==> config.mk <==
export PLATFORM = sky130hd
export DESIGN_NAME = mics_top
export DESIGN_NICKNAME = d
export VERILOG_FILES = /design/src/logic/mics_top.v
export VERILOG_INCLUDE_DIRS = /design/src /design/src/logic
export SDC_FILE = /design/constraint.sdc
export NUM_CORES = 1
export LEC_CHECK = 0
export ABC_AREA = 1
export BUFFER_PORTS_ARGS = -buffer_cell sky130_fd_sc_hd__buf_2
export CAP_MARGIN = 20
export CORE_MARGIN = 1
export CORE_UTILIZATION = 52
export DETAILED_ROUTE_END_ITERATION = 16
export PLACE_DENSITY = 0.76
export SYNTH_ARGS = -nofsm -noshare
export SYNTH_HDL_FRONTEND = slang
export SYNTH_SLANG_ARGS = --single-unit
==> constraint.sdc <==
create_clock -name pclk -period 3 [get_ports pclk]
set_input_delay 0.15 -clock pclk [delete_from_list [all_inputs] [get_ports pclk]]
set_output_delay 0.15 -clock pclk [all_outputs]
set_load 0.05 [all_outputs]
==> src/logic/mics_map.vh <==
// Purpose: register map, field positions, reset values and timing for the mac interface block
// Assumes: one 16-bit register on a 32-bit apb bus, index times four gives the byte address
// Notes: strap bits take their reset value from pins after reset release
// Functional notes
// - bit 12 set delays rgmii receive clock 3.5ns; clear keeps edges aligned.
// - bit 11 inverted: 1 disables transmit clock delay, 0 enables 3.5ns delay.
// - bit 10 set means phy and mac share one clock reference.
// - bit 9 set selects rgmii whatever bit 5 holds.
// - without rgmii, bit 5 selects rmii when 1, mii when 0.
// - bit 8 enables the rmii transmit path clock shift.
// - bit 7 expects a 50 MHz reference when 1, 25 MHz when 0.
// - rgmii mode and clock select reset from straps; software may override later.
// - rmii with bit 6 at 0 bypasses receive fifo, 50 MHz on rx clock.
// - bit 4 at 1 holds crs_dv high until the last data leaves.
// - bit 4 at 0 toggles crs_dv at packet end after carrier drops.
// - bit 3 flags receive fifo overflow, cleared by reading the register.
// - bit 2 flags receive fifo underflow, cleared by reading the register.
// - size field 00/01/10/11 gives 14/2/6/10 bits of tolerance, reset 01.
`ifndef MICS_MAP_VH
`define MICS_MAP_VH
`define MICS_REG_INDEX 10'h017
`define MICS_REG_ADDR ({`MICS_REG_INDEX, 2'b00})
`define MICS_B_RX_SHIFT 12
`define MICS_B_TX_SHIFT 11
`define MICS_B_TX_SYNC 10
`define MICS_B_RGMII 9
`define MICS_B_RMII_TXS 8
`define MICS_B_CLK50 7
`define MICS_B_FIFO_NRM 6
`define MICS_B_RMII 5
`define MICS_B_REV10 4
`define MICS_B_OVF 3
`define MICS_B_UNF 2
`define MICS_RW_MASK 16'h1FF3
`define MICS_RESET_VAL 16'h0041
`define MICS_CLK_DELAY_PS 3500
`define MICS_POP_DIV 8
`endif

==> src/logic/mics_top.v <==
// Purpose: mac interface configuration and status register with rmii receive elasticity buffer
// Assumes: apb slave on pclk, link clock sampled as a plain input through two flip-flops
// Notes: no wait state on any transfer; buffer holds dibits, tolerance counted in bits
//
// Local design decision: the APB register port.
`include "mics_map.vh"
module mics_top #(
   parameter PW = 4,
   parameter POP_DIV = `MICS_POP_DIV
) (
   input wire pclk,
   input wire presetn,
   input wire psel,
   input wire penable,
   input wire pwrite,
   input wire [11:0] paddr,
   input wire [31:0] pwdata,
   input wire [3:0] pstrb,
   output reg [31:0] prdata,
   output reg pready,
   output reg pslverr,
   input wire rgmii_mode_strap,
   input wire ref_clock_frequency_strap,
   input wire link_clk,
   input wire link_crs_dv,
   input wire [1:0] link_rxd,
   output reg mode_rgmii,
   output reg mode_rmii,
   output reg mode_mii,
   output reg rgmii_rx_delay_en,
   output reg rgmii_tx_delay_en,
   output reg rgmii_tx_synced,
   output reg rmii_tx_shift_en,
   output reg ref_clk_50m_sel,
   output reg rx_fifo_bypass,
   output reg rx_clk_out_50m,
   output reg mac_crs_dv,
   output reg [1:0] mac_rxd
);
   localparam DEPTH = 1 << PW;
   localparam [PW:0] FULL = DEPTH;
   localparam [7:0] POP_LAST = POP_DIV - 1;

   // start threshold in dibits for each tolerance setting
   function [PW:0] start_level;
      input [1:0] sz;
      reg [31:0] lvl;
      begin
         case (sz)
            2'b00: lvl = 32'h0000_0007;
            2'b01: lvl = 32'h0000_0001;
            2'b10: lvl = 32'h0000_0003;
            default: lvl = 32'h0000_0005;
         endcase
         start_level = lvl[PW:0];
      end
   endfunction

   reg [15:0] cfg_r;
   reg ovf_r;
   reg unf_r;
   reg [1:0] strap_age_r;
   reg [1:0] strap_rg_r;
   reg [1:0] strap_xi_r;
   reg [2:0] lclk_r;
   reg [1:0] ldv_r;
   reg [1:0] lrxd0_r;
   reg [1:0] lrxd1_r;
   reg [1:0] mem_r [0:DEPTH-1];
   reg [PW-1:0] wr_ptr_r;
   reg [PW-1:0] rd_ptr_r;
   // one bit wider than the pointers so that full and empty differ
   reg [PW:0] count_r;
   reg frame_r;
   reg started_r;
   reg [7:0] div_r;
   reg pop_en_r;
   reg [15:0] rd_val;
   reg [15:0] wr_val;
   integer i;

   wire hit = (paddr[11:2] == `MICS_REG_INDEX);
   wire setup = psel & ~penable;
   wire done = psel & penable & pready;
   wire wr_hit = done & pwrite & hit;
   wire rd_hit = done & ~pwrite & hit;
   wire sel_rgmii = cfg_r[`MICS_B_RGMII];
   wire sel_rmii = ~sel_rgmii & cfg_r[`MICS_B_RMII];
   wire bypass = sel_rmii & ~cfg_r[`MICS_B_FIFO_NRM];
   wire link_rise = lclk_r[1] & ~lclk_r[2];
   wire push = sel_rmii & ~bypass & link_rise & ldv_r[1];
   wire full = (count_r == FULL);
   wire empty = (count_r == {(PW+1){1'b0}});
   wire do_push = push & ~full;
   wire do_pop = pop_en_r & started_r & ~empty;
   wire ovf_evt = push & full;
   wire unf_evt = pop_en_r & started_r & empty & frame_r;

   // only a flag that the read returned is cleared, so a later event is not lost
   wire clr_ovf = rd_hit & prdata[`MICS_B_OVF];
   wire clr_unf = rd_hit & prdata[`MICS_B_UNF];
   wire strap_load = (strap_age_r != 2'b11);

   always @* begin
      rd_val = cfg_r & `MICS_RW_MASK;
      rd_val[`MICS_B_OVF] = ovf_r;
      rd_val[`MICS_B_UNF] = unf_r;
      wr_val = cfg_r;
      if (pstrb[0]) begin
         wr_val[7:0] = pwdata[7:0];
      end
      if (pstrb[1]) begin
         wr_val[15:8] = pwdata[15:8];
      end
      wr_val = wr_val & `MICS_RW_MASK;
   end

   // apb slave: answer registered in the setup cycle, completes in the next
   // read data is a snapshot taken at the setup edge
   always @(posedge pclk or negedge presetn) begin
      if (!presetn) begin
         prdata <= 32'h0000_0000;
         pready <= 1'b0;
         pslverr <= 1'b0;
      end else begin
         pready <= setup;
         if (setup) begin
            pslverr <= ~hit;
            prdata <= (hit & ~pwrite) ? {16'h0000, rd_val} : 32'h0000_0000;
         end else if (done) begin
            pslverr <= 1'b0;
         end
      end
   end

   // straps pass two flip-flops; the third edge after release loads the synced pin
   always @(posedge pclk or negedge presetn) begin
      if (!presetn) begin
         strap_rg_r <= 2'b00;
         strap_xi_r <= 2'b00;
         strap_age_r <= 2'b00;
      end else begin
         strap_rg_r <= {strap_rg_r[0], rgmii_mode_strap};
         strap_xi_r <= {strap_xi_r[0], ref_clock_frequency_strap};
         if (strap_load) begin
            strap_age_r <= strap_age_r + 2'b01;
         end
      end
   end

   always @(posedge pclk or negedge presetn) begin
      if (!presetn) begin
         cfg_r <= `MICS_RESET_VAL;
      end else if (strap_load) begin
         cfg_r[`MICS_B_RGMII] <= strap_rg_r[1];
         cfg_r[`MICS_B_CLK50] <= strap_xi_r[1];
      end else if (wr_hit) begin
         cfg_r <= wr_val;
      end
   end

   // sticky status: an event in the clearing cycle wins
   // clear is tied to the snapshot, not to the flag's present value
   always @(posedge pclk or negedge presetn) begin
      if (!presetn) begin
         ovf_r <= 1'b0;
         unf_r <= 1'b0;
      end else begin
         if (ovf_evt) begin
            ovf_r <= 1'b1;
         end else if (clr_ovf) begin
            ovf_r <= 1'b0;
         end
         if (unf_evt) begin
            unf_r <= 1'b1;
         end else if (clr_unf) begin
            unf_r <= 1'b0;
         end
      end
   end

   // configuration outputs
   // transmit shift bit has inverted sense: a one turns the delay off
   always @(posedge pclk or negedge presetn) begin
      if (!presetn) begin
         mode_rgmii <= 1'b0;
         mode_rmii <= 1'b0;
         mode_mii <= 1'b0;
         rgmii_rx_delay_en <= 1'b0;
         rgmii_tx_delay_en <= 1'b0;
         rgmii_tx_synced <= 1'b0;
         rmii_tx_shift_en <= 1'b0;
         ref_clk_50m_sel <= 1'b0;
         rx_fifo_bypass <= 1'b0;
         rx_clk_out_50m <= 1'b0;
      end else begin
         mode_rgmii <= sel_rgmii;
         mode_rmii <= sel_rmii;
         mode_mii <= ~sel_rgmii & ~cfg_r[`MICS_B_RMII];
         rgmii_rx_delay_en <= sel_rgmii & cfg_r[`MICS_B_RX_SHIFT];
         rgmii_tx_delay_en <= sel_rgmii & ~cfg_r[`MICS_B_TX_SHIFT];
         rgmii_tx_synced <= sel_rgmii & cfg_r[`MICS_B_TX_SYNC];
         rmii_tx_shift_en <= sel_rmii & cfg_r[`MICS_B_RMII_TXS];
         ref_clk_50m_sel <= cfg_r[`MICS_B_CLK50];
         rx_fifo_bypass <= bypass;
         rx_clk_out_50m <= bypass;
      end
   end

   // link inputs through two flip-flops; third stage only for edge detect
   always @(posedge pclk or negedge presetn) begin
      if (!presetn) begin
         lclk_r <= 3'b000;
         ldv_r <= 2'b00;
         lrxd0_r <= 2'b00;
         lrxd1_r <= 2'b00;
      end else begin
         lclk_r <= {lclk_r[1:0], link_clk};
         ldv_r <= {ldv_r[0], link_crs_dv};
         lrxd0_r <= {lrxd0_r[0], link_rxd[0]};
         lrxd1_r <= {lrxd1_r[0], link_rxd[1]};
      end
   end

   // local rmii clock rate as one-cycle enable
   always @(posedge pclk or negedge presetn) begin
      if (!presetn) begin
         div_r <= 8'h00;
         pop_en_r <= 1'b0;
      end else if (div_r == POP_LAST) begin
         div_r <= 8'h00;
         pop_en_r <= 1'b1;
      end else begin
         div_r <= div_r + 8'h01;
         pop_en_r <= 1'b0;
      end
   end

   // elasticity buffer absorbs rate offset between link and local clock
   always @(posedge pclk or negedge presetn) begin
      if (!presetn) begin
         wr_ptr_r <= {PW{1'b0}};
         rd_ptr_r <= {PW{1'b0}};
         count_r <= {(PW+1){1'b0}};
         for (i = 0; i < DEPTH; i = i + 1) begin
            mem_r[i] <= 2'b00;
         end
      end else begin
         if (do_push) begin
            mem_r[wr_ptr_r] <= {lrxd1_r[1], lrxd0_r[1]};
            wr_ptr_r <= wr_ptr_r + 1'b1;
         end
         if (do_pop) begin
            rd_ptr_r <= rd_ptr_r + 1'b1;
         end
         if (do_push & ~do_pop) begin
            count_r <= count_r + 1'b1;
         end else if (do_pop & ~do_push) begin
            count_r <= count_r - 1'b1;
         end
      end
   end

   // frame tracking and output timing to the mac
   always @(posedge pclk or negedge presetn) begin
      if (!presetn) begin
         frame_r <= 1'b0;
         started_r <= 1'b0;
         mac_crs_dv <= 1'b0;
         mac_rxd <= 2'b00;
      end else if (bypass) begin
         frame_r <= 1'b0;
         started_r <= 1'b0;
         if (link_rise) begin
            mac_crs_dv <= ldv_r[1];
            mac_rxd <= {lrxd1_r[1], lrxd0_r[1]};
         end
      end else if (!sel_rmii) begin
         frame_r <= 1'b0;
         started_r <= 1'b0;
         mac_crs_dv <= 1'b0;
         mac_rxd <= 2'b00;
      end else begin
         if (link_rise) begin
            frame_r <= ldv_r[1];
         end
         if (!started_r && count_r >= start_level(cfg_r[1:0])) begin
            started_r <= 1'b1;
         end else if (started_r && empty && !frame_r) begin
            started_r <= 1'b0;
         end
         if (do_pop) begin
            mac_rxd <= mem_r[rd_ptr_r];
            if (cfg_r[`MICS_B_REV10] || frame_r) begin
               mac_crs_dv <= 1'b1;
            end else begin
               mac_crs_dv <= ~mac_crs_dv;
            end
         end else if (pop_en_r && !(started_r && frame_r)) begin
            mac_crs_dv <= 1'b0;
            mac_rxd <= 2'b00;
         end
      end
   end
endmodule

==> summary.txt <==
Synthesis
  • Post-synthesis sequential element count: 111
  • Top cell type's share of synthesized area: 52.2%
  • Asr flop ratio synth: 100%
  • Syn Inst Count: 580
  • Mapped Area: 5230 µm²
  • Leading post-synthesis cells by cell area: dfrtp_1 (52%), nand2_1 (10%), inv_1 (5.1%)
  • Top-count cell post-synth: nand2_1
  • Number of flops mapped to enable cells by yosys: 0
  • Synth top cells by count: nand2_1 (139), dfrtp_1 (109), inv_1 (71)
  • Yosys warnings: 0
  • Ys flop type: dfrtp_1
  • Yosys cell types: 37
  • Post-synthesis sequential area ratio: 53.2%
  • Post-synth top area cell: dfrtp_1
  • Syn Area/Cell: 9.01 µm²

Critical path
  • Crit path largest cell delay: 500 ps
  • Cell Chain, Critical Path: nor2_4 -> inv_2 -> nor2_8 -> nand4_4 -> nor2_4 -> ha_1 -> inv_1 -> fa_1 -> nand2_1 -> nand2_1 -> a21oi_1 -> xor2_1 -> nand2_1 -> o21ai_0
  • Crit start category: register
  • Bufs and invs on worst path: 2
  • Most used cell, CP: nand2_1
  • CP max-delay cell: dfrtp_1
  • Critical Path Fanout Max: 7
  • CP startpoint: cfg_r[9]$_DFFE_PN0P_
  • Worst path top cell family by delay: simple AND/OR/NAND/NOR gates
  • R2R cell count: 14
  • Worst r2r src: cfg_r[9]$_DFFE_PN0P_
  • CP Class: register to register
  • RR Endpoint: count_r[4]$_DFFE_PN0P_
  • Critical Path RT: 3290 ps
  • FF-to-FF setup slack: 570 ps
  • Critical Path Sink Type: register
  • Crit path arrival time: 2720 ps

Route
  • Via density: 4.82
  • Detailed Routing Iterations Pass 1: 4
  • Total wire length: 10.3 mm
  • WL per Instance: 13.0 µm
  • Antenna violation net count after detailed routing: 0
  • Initial DRC Count: 198
  • DRC viols: 0
  • Vias post-DR: 3822

STA
  • TNS Setup: 0 ps
  • Clk_skew: 13.8 ps
  • Final period utilization: 80.9%
  • Slew @ Worst Pin: 623 ps
  • Finish-stage setup viols: 0
  • Final Max Slew Viols: 0
  • Tmin final: 2430 ps
  • RSZ-0062 raised after global routing: no
  • Setup ws final: 572 ps
  • Final Hold Vio Count: 0
  • Slew margin rel.: 58.4%
  • Max Freq: 412 MHz

Worst hold path
  • Hold path endpoint: cfg_r[7]$_DFFE_PN0P_
  • Hold Path Class: input pin to register
  • HP Start: pwdata[7]
  • Hold-critical path depth: 3

Floorplan
  • CORE AREA: 9770 µm²
  • # rows: 36
  • Die area: 10500 µm²
  • Io pins: 106
  • Die width: 102 µm
  • Die extent in y: 102 µm
  • Starting Density: 53.5%

GRT
  • First-pass GRT wire length: 17.7 mm
  • Largest net degree at the start of global routing: 70
  • Total GRT Usage: 22.0%
  • GRT overflow: 0
  • Number of global-route vias before repair: 3823
  • Initial antenna violation count: 0

Run
  • Maxcap violations: 0

Pwr
  • Switching Share: 25.9%
  • Max VDD drop: 0.000311 V
  • Int Pwr: 1890 µW
  • Sequential share of power: 59.4%
  • NetSw: 662 µW
  • Pwr Density: 433 nW/µm²
  • Combinational group share of total power: 6.6%
  • Leakage: 0.00320 µW
  • Clk network pwr share: 33.9%

Placement
  • Routability cong.: 0.833
  • IO Port Bufs: 61
  • HPWL after DPL: 7.14 mm
  • Worst slack at placement: 591 ps

Clocking
  • Cts bufs inserted: 9
  • Clock tree from TritonCTS: done
  • Root Buffer: clkbuf_8
  • Setup bufs post-CTS: 0
  • CTS Sinks: 111
  • Clock transition at path regs: 110 ps
  • Htree depth: 3
  • Post-cts repair resize count: 0
  • Clk buf depth: 2
  • Worst skew pair latency: 370 ps

Finish
  • Footprint of the multi-input gates: 2010 µm²
  • Sequential cell area: 2780 µm²
  • Layout net count: 730
  • Layout cell share with drive strength beyond 1: 16.1%
  • Inserted Diodes: 0
  • Layout Area Growth over Synthesis: 12.9%
  • Final Core Density: 60.4%
  • Filler Cell Count: 799

Outcome
  • Outcome: complete, no violations
flip-flops by register name, summed over array words and instances, names as in the netlist, 2 cells and up:
register     cells
lclk_r           3
lrxd1_r          2
lrxd0_r          2
wr_ptr_r         4
cfg_r           11
rd_ptr_r         4
strap_age_r      2
ldv_r            2
strap_rg_r       2
div_r            8
mem_r           32
strap_xi_r       2
prdata          13
mac_rxd          2
count_r          5
per-stage QoR:
step	hold slack, ps	power (µW)	instances	instance area, µm²
after floorplan	-146	1660	598	5290
after CTS	8.41	2570	793	5900
after global routing	2.73	2650	793	5900
after global placement	174	1700	763	5570
after detailed placement	179	1700	763	5570
final	11.8	2560	793	5900
what timing repair did:
action	4_1_cts	5_1_grt
endpoints found under the hold margin	53	0
setup endpoints to repair	0	0
hold buffers	14	0
power by group through the flow:
stage	clock (µW)	combinational (µW)	sequential [µW]
6_report	867	170	1520
5_1_grt	944	187	1520
4_1_cts	883	170	1520
3_5_place_dp	0	156	1550
3_3_place_gp	0	154	1550
2_1_floorplan	0	91.1	1560
final cells by class:
class / count / area share [%]
flip-flops and latches: 111 / 47.1
well taps: 133 / 2.82
repair buffers: 77 / 8.06
inverters: 74 / 4.71
clock inverters: 5 / 0.784
multi-input cells: 382 / 34.1
clock buffers: 11 / 2.40
cell usage in the layout (no fill, tap or decap), types with 12 or more instances in the layout:
master,count
ha_1,15
nand2_4,14
xor2_1,12
inv_1,71
buf_2,60
dlygate4sd3_1,14
nand2_1,139
nor2_1,54
o21ai_1,48
o21ai_0,18
conb_1,19
dfrtp_1,109
nand3_1,29
cells by family after synthesis:
| group | Yosys count | synth area share (%) |
|---|---|---|
| adder cells (fa/ha/maj) | 16 | 3.97 |
| AO/OA/AOI/OAI | 76 | 7.52 |
| AND/OR/NAND/NOR | 254 | 22.8 |
| buffers and inverters | 105 | 9.55 |
| flip-flops | 111 | 53.2 |
| XOR/XNOR | 15 | 2.51 |
| multiplexers | 2 | 0.407 |
| other | 1 | 0.0718 |
tightest hold or removal path: stages:
cell and delay (ps):
buf_2 70, o21ai_0 70, inv_1 60
routing by layer:
metal / global-route usage [%] / vias to the layer above / share of wire, %
met5: 0 / - / 0
li1: - / 1931 / -
met1: 28.2 / 1798 / 44
met4: 7.14 / 0 / 1.4
met3: 4.38 / 14 / 4.3
met2: 37.5 / 79 / 50
worst max path at each step:
stage                                  end  slack (ps)  cells past startpoint
floorplan           count_r[4]$_DFFE_PN0P_         570                     14
detailed placement  count_r[4]$_DFFE_PN0P_         590                     14
finish              count_r[4]$_DFFE_PN0P_         570                     14
global placement    count_r[4]$_DFFE_PN0P_         650                     14
global route        count_r[4]$_DFFE_PN0P_         340                     14
CTS                 count_r[4]$_DFFE_PN0P_         550                     14
(Power assumes the default switching activity.)
